`src/aic_pkg.sv`:
```
// package for the ata identify and idle command block
package aic_pkg;
   // apb register offsets (byte addresses)
   localparam logic [7:0] OFS_CMD = 8'h00;
   localparam logic [7:0] OFS_CFG = 8'h04;
   localparam logic [7:0] OFS_STAT = 8'h08;
   localparam logic [7:0] OFS_W85 = 8'h0C;
   localparam logic [7:0] OFS_W86 = 8'h10;
   localparam logic [7:0] OFS_W87 = 8'h14;
   localparam logic [7:0] OFS_W88 = 8'h18;
   localparam logic [7:0] OFS_W93 = 8'h1C;
   localparam logic [7:0] OFS_W128 = 8'h20;
   localparam logic [7:0] OFS_GEOM = 8'h24;
   localparam logic [7:0] OFS_SEC = 8'h28;
   // command opcodes
   localparam logic [7:0] OP_IDLE_A = 8'h97;
   localparam logic [7:0] OP_IDLE_B = 8'hE3;
   localparam logic [7:0] OP_IMM_A = 8'h95;
   localparam logic [7:0] OP_IMM_B = 8'hE1;
   localparam logic [7:0] OP_INIT = 8'h91;
   // fixed identify word values
   localparam logic [15:0] W85_FIXED = 16'h7008;
   localparam logic [15:0] W87_FIXED = 16'h4000;
   localparam logic [15:0] W93_FIXED = 16'h4000;
   // timing: 5 ms tick at 40 MHz
   localparam int CLK_HZ = 40000000;
   localparam int TICK_MS = 5;
   localparam int TICK_CYC = CLK_HZ / 1000 * TICK_MS;
   // reset values
   localparam logic [7:0] RST_SPT = 8'h00;
   localparam logic [3:0] RST_HEADS = 4'h0;
   typedef enum logic [1:0] {AIC_IDLE, AIC_BUSY, AIC_DONE} aic_state_t;
   typedef struct packed {
      logic [7:0] opcode;
      logic [7:0] sec_cnt;
      logic [7:0] drv_head;
   } aic_cmd_t;
endpackage : aic_pkg

```
`src/aic_top.sv`:
```
// ata identify words, idle, idle immediate and init drive parameters with apb access
// Behaviour
// - word 87 returns bit 14 one and bit 15 zero.
// - word 86 bits 15..4, 2..0 and word 87 bits 13..0 reserved, read zero.
// - word 85 bits 0,2,4,7-10 zero, bits 3,12,13,14 one.
// - word 85 bits 1,5,6 from security, write cache, look-ahead state.
// - word 86 bit 3 only when advanced power management enabled.
// - at most one dma mode selected; udma and mdma exclude each other.
// - word 88 zero outside native interface mode or without udma support.
// - word 88 bits 14..8 flag selected udma mode 6..0.
// - udma support bits cumulative: each set bit implies all lower.
// - word 93 bits 12..0 change only during hardware reset; 15=0, 14=1.
// - word 93 bit 13 set when cable identify line high.
// - device 0 clears 12..8; device 1 reports pdiag, method, bit 8 one.
// - device 1 clears 7..0; device 0 reports its reset result there.
// - word 128 reports security status fields, other bits zero.
// - idle opcode 97h/e3h: busy, enter idle, release busy, interrupt.
// - idle nonzero count loads 5 ms power-down timer; zero disables it.
// - idle immediate 95h/e1h does the same without touching the timer enable or count; the count restarts as for any command.
// - 91h takes sectors per track and heads minus one only.
//
// Decided for this implementation: the register addresses and the APB register port.
`timescale 1ns/1ps
`default_nettype none
module aic_top #(
   parameter int TICK_CYCLES = aic_pkg::TICK_CYC,
   parameter logic [6:0] UDMA_SUPPORT = 7'h1F
) (
   input wire logic clk,
   input wire logic rst,
   input wire logic psel,
   input wire logic penable,
   input wire logic pwrite,
   input wire logic [7:0] paddr,
   input wire logic [31:0] pwdata,
   output logic [31:0] prdata,
   output logic pready,
   output logic pslverr,
   input wire logic cblid_pin,
   input wire logic native_drive_interface_mode,
   input wire logic hw_reset_active,
   output logic busy,
   output logic intrq,
   output logic idle_mode,
   output logic power_down
);
   import aic_pkg::*;

   typedef struct packed {
      aic_state_t st;
      aic_cmd_t cmd;
      logic busy;
      logic intrq;
      logic idle;
      logic pdown;
      logic apd_en;
      logic [7:0] apd_val;
      logic [7:0] apd_ticks;
      logic [31:0] tick_cnt;
      logic [7:0] spt;
      logic [3:0] heads_m1;
      logic sec_en;
      logic wcache;
      logic lookahead;
      logic apm;
      logic [6:0] udma_sel;
      logic [2:0] mdma_sel;
      logic sec_sup;
      logic sec_lvl;
      logic sec_enh;
      logic sec_exp;
      logic sec_frz;
      logic sec_lck;
      logic dev1;
      logic [1:0] method;
      logic diag_pass;
      logic pdiag_seen;
      logic dasp_seen;
      logic dev1_resp;
      logic [12:0] w93_low;
      logic cable80;
      logic [2:0] cbl_sync;
      logic [31:0] rdata;
   } aic_regs_t;

   aic_regs_t r;
   aic_regs_t next_r;
   logic wr_acc;
   logic rd_acc;
   logic [15:0] w85;
   logic [15:0] w86;
   logic [15:0] w87;
   logic [15:0] w88;
   logic [15:0] w93;
   logic [15:0] w128;
   logic [6:0] udma_cum;
   logic mapped;

   assign wr_acc = psel && penable && pwrite;
   assign rd_acc = psel && penable && !pwrite;

   // cumulative support mask: highest supported mode fills all lower bits
   always_comb begin
      udma_cum = '0;
      for (int i = 6; i >= 0; i--) begin
         if (UDMA_SUPPORT[i] || (i < 6 && udma_cum[i+1])) begin
            udma_cum[i] = 1'b1;
         end
      end
   end

   // identify words assembled from state
   always_comb begin
      w85 = W85_FIXED;
      w85[1] = r.sec_en;
      w85[5] = r.wcache;
      w85[6] = r.lookahead;
      w86 = 16'h0000;
      w86[3] = r.apm;
      w87 = W87_FIXED;
      if (native_drive_interface_mode && (udma_cum != 7'h00)) begin
         w88 = {1'b0, r.udma_sel, 1'b0, udma_cum};
      end else begin
         w88 = 16'h0000;
      end
      w93 = W93_FIXED | {2'b00, r.cable80, r.w93_low};
      w128 = {7'h00, r.sec_lvl, 2'b00, r.sec_enh, r.sec_exp, r.sec_frz, r.sec_lck, r.sec_en, r.sec_sup};
   end

   // next-state logic: apb writes, command engine, timer, reset result
   always_comb begin
      next_r = r;
      mapped = 1'b1;
      // cable identify synchroniser, three stages
      next_r.cbl_sync = {r.cbl_sync[1:0], cblid_pin};
      if (r.cbl_sync[2] == r.cbl_sync[1]) begin
         next_r.cable80 = r.cbl_sync[1];
      end
      // reset result words captured only while hardware reset runs
      if (hw_reset_active) begin
         if (r.dev1) begin
            next_r.w93_low = {1'b0, r.pdiag_seen, r.method, 1'b1, 8'h00};
         end else begin
            next_r.w93_low = {5'h00, 1'b0, r.dev1_resp, r.dasp_seen, r.pdiag_seen,
               r.diag_pass, r.method, 1'b1};
         end
      end
      // command engine
      case (r.st)
         AIC_IDLE: begin
         end
         AIC_BUSY: begin
            next_r.busy = 1'b0;
            next_r.st = AIC_DONE;
            if (r.cmd.opcode == OP_IDLE_A || r.cmd.opcode == OP_IDLE_B) begin
               next_r.idle = 1'b1;
               next_r.pdown = 1'b0;
               next_r.apd_en = (r.cmd.sec_cnt != 8'h00);
               next_r.apd_val = r.cmd.sec_cnt;
            end else if (r.cmd.opcode == OP_IMM_A || r.cmd.opcode == OP_IMM_B) begin
               next_r.idle = 1'b1;
               next_r.pdown = 1'b0;
            end else if (r.cmd.opcode == OP_INIT) begin
               next_r.spt = r.cmd.sec_cnt;
               next_r.heads_m1 = r.cmd.drv_head[3:0];
            end
         end
         AIC_DONE: begin
            next_r.intrq = 1'b1;
            next_r.st = AIC_IDLE;
         end
         default: next_r.st = AIC_IDLE;
      endcase
      // auto power-down timer
      if (r.apd_en && !r.pdown && r.st == AIC_IDLE) begin
         if (r.tick_cnt >= 32'(TICK_CYCLES - 1)) begin
            next_r.tick_cnt = '0;
            if (r.apd_ticks + 8'h01 >= r.apd_val) begin
               next_r.pdown = 1'b1;
               next_r.idle = 1'b0;
            end else begin
               next_r.apd_ticks = r.apd_ticks + 8'h01;
            end
         end else begin
            next_r.tick_cnt = r.tick_cnt + 32'd1;
         end
      end
      // apb register writes
      if (wr_acc) begin
         if (paddr == OFS_CMD) begin
            if (r.st == AIC_IDLE) begin
               next_r.cmd = pwdata[23:0];
               next_r.busy = 1'b1;
               next_r.intrq = 1'b0;
               next_r.st = AIC_BUSY;
               next_r.tick_cnt = '0;
               next_r.apd_ticks = 8'h00;
            end
         end else if (paddr == OFS_CFG) begin
            next_r.wcache = pwdata[0];
            next_r.lookahead = pwdata[1];
            next_r.apm = pwdata[2];
            if (pwdata[3]) begin
               next_r.udma_sel = 7'(1 << pwdata[6:4]) & udma_cum;
               next_r.mdma_sel = 3'h0;
            end else if (pwdata[7]) begin
               next_r.mdma_sel = 3'(1 << pwdata[9:8]);
               next_r.udma_sel = 7'h00;
            end
            next_r.dev1 = pwdata[10];
            next_r.method = pwdata[12:11];
            next_r.diag_pass = pwdata[13];
            next_r.pdiag_seen = pwdata[14];
            next_r.dasp_seen = pwdata[15];
            next_r.dev1_resp = pwdata[16];
         end else if (paddr == OFS_SEC) begin
            next_r.sec_sup = pwdata[0];
            next_r.sec_en = pwdata[1];
            next_r.sec_lck = pwdata[2];
            next_r.sec_frz = pwdata[3];
            next_r.sec_exp = pwdata[4];
            next_r.sec_enh = pwdata[5];
            next_r.sec_lvl = pwdata[8];
         end else if (paddr == OFS_STAT) begin
            // writing one to bit 1 acknowledges the interrupt; a new set wins
            if (pwdata[1] && r.st != AIC_DONE) begin
               next_r.intrq = 1'b0;
            end
         end else begin
            mapped = 1'b0;
         end
      end
      // apb read data
      if (rd_acc) begin
         if (paddr == OFS_STAT) begin
            next_r.rdata = {26'h0, r.mdma_sel != 3'h0, r.apd_en, r.pdown, r.idle, r.intrq, r.busy};
         end else if (paddr == OFS_W85) begin
            next_r.rdata = {16'h0, w85};
         end else if (paddr == OFS_W86) begin
            next_r.rdata = {16'h0, w86};
         end else if (paddr == OFS_W87) begin
            next_r.rdata = {16'h0, w87};
         end else if (paddr == OFS_W88) begin
            next_r.rdata = {16'h0, w88};
         end else if (paddr == OFS_W93) begin
            next_r.rdata = {16'h0, w93};
         end else if (paddr == OFS_W128) begin
            next_r.rdata = {16'h0, w128};
         end else if (paddr == OFS_GEOM) begin
            next_r.rdata = {20'h0, r.heads_m1, r.spt};
         end else if (paddr == OFS_CFG) begin
            next_r.rdata = {9'h0, r.mdma_sel, r.udma_sel, 13'h0};
         end else if (paddr == OFS_CMD) begin
            next_r.rdata = {8'h0, r.cmd};
         end else begin
            next_r.rdata = 32'h0000_0000;
            mapped = 1'b0;
         end
      end
   end

   // state register
   always_ff @(posedge clk or posedge rst) begin
      if (rst) begin
         r <= '0;
         r.st <= AIC_IDLE;
         r.spt <= RST_SPT;
         r.heads_m1 <= RST_HEADS;
      end else begin
         r <= next_r;
      end
   end

   // apb answers in the access cycle; read data registered one edge earlier is not used
   assign pready = 1'b1;
   assign pslverr = psel && penable && !mapped;
   assign prdata = next_r.rdata;
   assign busy = r.busy;
   assign intrq = r.intrq;
   assign idle_mode = r.idle;
   assign power_down = r.pdown;
endmodule // aic_top
`default_nettype wire

```
`config.mk`:
```
export PLATFORM = sky130hd
export DESIGN_NAME = aic_top
export DESIGN_NICKNAME = d
export VERILOG_FILES = /design/src/aic_pkg.sv /design/src/aic_top.sv
export SDC_FILE = /design/constraint.sdc
export NUM_CORES = 1
export LEC_CHECK = 0
export BUFFER_PORTS_ARGS = -buffer_cell sky130_fd_sc_hd__buf_2
export CAP_MARGIN = 20
export CORE_AREA = 2 2 132 134
export DETAILED_ROUTE_END_ITERATION = 16
export DIE_AREA = 0 0 134 136
export MAX_ROUTING_LAYER = met4
export PLACE_DENSITY = 0.67
export SLEW_MARGIN = 15
export SYNTH_ARGS = -nofsm -noshare
export SYNTH_HDL_FRONTEND = slang
export SYNTH_SLANG_ARGS = --single-unit
```
`constraint.sdc`:
```
create_clock -name clk -period 6.4 [get_ports clk]
set_clock_uncertainty 0.1 [all_clocks]
set_input_delay 0.96 -clock clk [delete_from_list [all_inputs] [get_ports clk]]
set_output_delay 0.96 -clock clk [all_outputs]
set_load 0.1 [all_outputs]
```
==> impl_summary.log <==
INFO  metric outcome = finished, final reports clean
INFO  metric instance_count_after_placement_with_tap_cells_included = approximately 1,000
INFO  metric cts_sinks = about 160
INFO  metric area_delta_synth_final = 10.9%
INFO  metric gp_congestion = 0.912
INFO  metric critPathMaxStageDelay = between 0.6 and 0.7 ns
INFO  metric cell_area_power_density = ~240 nW/um^2
INFO  metric synth.area.top_cells = sky130_fd_sc_hd__dfrtp_1, sky130_fd_sc_hd__nand2_1, sky130_fd_sc_hd__mux2_2
INFO  metric detail_route.iter0.violations = between 400 and 500
INFO  metric routed_wirelength = 18,800 um
INFO  metric synth_seq_cells = 163
INFO  metric synthMostInstantiatedCell = sky130_fd_sc_hd__dfrtp_1
INFO  metric final.fill_count = between 1,500 and 2,000
INFO  metric critical_path_arrival = around 3.5 ns
INFO  metric list_of_cells_traversed_by_the_critical_path = buf_2 -> or4b_1 -> nor3_4 -> mux2i_1 -> o221ai_1 -> a221o_1 -> buf_2
INFO  metric num-nets-final = approximately 890
INFO  metric grt_setup_unrepaired = false
INFO  metric worstHoldPathType = reg2reg
INFO  metric dieHeight = 136 um
INFO  metric finalSetupViolations = 0
INFO  metric post-layout-total-power = between 2 and 2.5 mW
INFO  metric timing.setup.tns = 0 ns
INFO  metric grt_antenna_before_repair = 0
INFO  metric syn-num-nets = between 800 and 900
INFO  metric num_antenna_cells = 0
INFO  metric final_core_utilization = 52.5%
INFO  metric power.net_switching = 0.550 mW
INFO  metric cell_internal_pwr = ~1.6 mW
INFO  metric dominant_cell_type_by_area_after_synthesis = sky130_fd_sc_hd__dfrtp_1
INFO  metric synth_area = 7980 sq um
INFO  metric synthTopCellsByCount = sky130_fd_sc_hd__dfrtp_1, sky130_fd_sc_hd__nand2_1, sky130_fd_sc_hd__nor2_1
INFO  metric globalRoute.totalOverflow = 0
INFO  metric vias = 5,897
INFO  metric dieWidth = 134 um
INFO  metric synthesis.area_per_instance = 10.0 sq um
INFO  metric wire_length_of_the_first_global_routing_pass = 29,900 um
INFO  metric buffer_ports.inserted = 76
INFO  metric cts-buffers-inserted = 17
INFO  metric worst_ep_required_time = around 5.3 ns
INFO  metric finish.cell_count_without_fillers = 1,069
INFO  metric cts_tree = built
INFO  metric start_util = 47.3%
INFO  metric ys_async_sr_fraction = 100%
INFO  metric worst_pin_slew = 1.01 ns
INFO  metric via_count_of_the_first_global_routing_pass = 5,592
INFO  metric ioPinCount = 86
INFO  metric detail-route-antenna-nets = 0
INFO  metric max_cap_viol_count = 0
INFO  metric power.share.sequential = 49.0%
INFO  metric yosys.cell_types.count = 64
INFO  metric power.static_leakage = 4.22 nW
INFO  metric finalHoldViolCount = 0
INFO  metric fin_area = 8850 sq um
INFO  metric fp.coreArea = 16,900 sq um
INFO  metric power.ir.vdd_worst = ~0.20 mV
INFO  metric highest_clock_frequency_the_design_can_meet = 217 MHz
INFO  metric drive_above_1_share = 20.7%
INFO  metric synth-edff-count = 0
INFO  metric cts_max_level = 4
INFO  metric synth.yosys.seq_area_share = between 50% and 60%
INFO  metric row_count = 48
INFO  metric timing.critical_path.from_type = input pin
INFO  metric timing.final.crit_period = between 4 and 5 ns
INFO  metric critical_path.most_common_cell = sky130_fd_sc_hd__buf_2
INFO  metric final-seq-area = roughly 4100 sq um
INFO  metric detailedRoute.firstPassIterationCount = 5
INFO  metric fin_crit_sh = about 72%
INFO  metric hold_buffers_post_cts = 0
INFO  metric power.share.clock = 44.4%
INFO  metric avgViaCountPerCell = 5.52
INFO  metric track_usage = 22.0%
INFO  metric combPwrFrac = 6.6%
INFO  metric worst_setup_hold_path_clk_slew = 0.06 ns
INFO  metric relSlewSlack = 32.5%
INFO  metric cts_repair_resize_count = 0
INFO  metric synth_top_flop_cell = sky130_fd_sc_hd__dfrtp_1
INFO  metric design.die.area = roughly 18,000 sq um
INFO  metric post_cts.repair.setup_buffers = 0
INFO  metric cp-end-kind = output port
INFO  metric path_buf_inv = 2
INFO  metric clockRootBuffer = sky130_fd_sc_hd__clkbuf_16
INFO  metric dpl-instance-area = 8270 sq um
INFO  metric yosysWarningCount = 0
INFO  metric crit_path_max_fanout = 13
INFO  metric drt_drc_violations_left = 0
INFO  metric cts_buffer_depth = 2
INFO  metric worstSetupPathType = in2out
INFO  metric multiInputGateArea = 3410 sq um
INFO  metric power_switching_share = between 20% and 30%
INFO  metric crit_slowest_cell = sky130_fd_sc_hd__or4b_1
INFO  metric post-synth-top-area-fraction = 51.1%
INFO  metric critPathTopFamily = simple AND/OR/NAND/NOR gates
INFO  metric postSynthCellCount = 798
INFO  metric timing_max_transition_violations_final = 0
INFO  metric clock_insertion_delay_worst_skew = 0.43 ns
INFO  metric grt_start_max_net_pins = ~120
INFO  metric dp_hpwl = 13,300 um
INFO  metric post_drt_wl_per_cell = 17.6 um
per-layer routing:
metal / GRT usage (%) / wire length [um] / vias up
li1: - / - / 2813
met4: 6.74 / 312 / 0
met3: 4.36 / 982 / 26
met2: 32.1 / 8440 / 156
met5: - / 0 / -
met1: 31.0 / 9060 / 2902
through the flow:
stage / setup slack, ns / hold slack (ns)
after floorplan: 0.935 / 0.231
after global placement: 1.85 / 0.233
after detailed placement: 1.84 / 0.236
after CTS: 1.84 / 0.248
after global routing: 1.69 / 0.251
final: 1.80 / 0.248
placed cells by master (no fill, tap or decap), drive strengths merged, types with 3 or more instances in the layout:
master and n:
xnor2 11, clkbuf 19, nor3 7, a221o 4, and4 3, a32oi 4, o31ai 7, a21bo 5
nand2b 4, clkinv 8, ha 10, or2 4, o22ai 3, a211oi 4, nor2 75, a21oi 25
a22oi 11, buf 80, mux2i 10, or3 4, nand4 7, xor2 17, and3 14, nor2b 3
a22o 5, nand2 139, mux2 40, and2 10, inv 26, o41ai 3, nand3 30, o21ai 34
nand3b 7, dfrtp 163, o211ai 3, nor4 10, a31oi 7, o221ai 5
worst paths after layout:
kind                                       from                    to  slack [ns]  cells after the start
setup / recovery                       paddr[5]             prdata[4]        1.80                      7
hold / removal             next_r[33]$_DFF_PP0_  next_r[34]$_DFF_PP0_        0.25                      0
setup reg to reg               r[120]$_DFF_PP0_      r[127]$_DFF_PP0_        2.92                     10
hold reg to reg            next_r[33]$_DFF_PP0_  next_r[34]$_DFF_PP0_        0.25                      0
max in group asynchronous                   rst     r[61]$_DFFE_PP0P_        4.37                      4
min in group asynchronous                   rst      r[110]$_DFF_PP0_        0.50                      2
logic make-up after synthesis:
kind of cell,after synthesis,synth area share [%]
flip-flops,163,51.1
XOR/XNOR,28,3.07
AO/OA/AOI/OAI,132,11.3
AND/OR/NAND/NOR,324,19.7
other,1,0.0470
adder cells (fa/ha/maj),11,1.69
buffers and inverters,89,6.16
multiplexers,50,6.90
registers in the layout, summed over array words and instances, names as in the netlist, named ones only:
signal and count:
idle_mode 1, next_r 2, power_down 1, r 157
layout make-up:
cell class	instances	share of cell area, %
multi-input cells	546	38.6
clock buffers	19	5.12
inverters	23	1.03
clock inverters	13	1.16
flip-flops and latches	163	46.1
repair buffers	80	4.86
well taps	225	3.18
power groups by stage:
| stage | Combinational (mW) | Clock, mW | Sequential (mW) |
|---|---|---|---|
| 2_1_floorplan | 0.104 | 0 | 1.07 |
| 3_3_place_gp | 0.140 | 0 | 1.07 |
| 3_5_place_dp | 0.141 | 0 | 1.07 |
| 4_1_cts | 0.141 | 0.968 | 1.05 |
| 5_1_grt | 0.155 | 1.02 | 1.05 |
| 6_report | 0.142 | 0.954 | 1.05 |
Power figures use the tool's default switching activity.
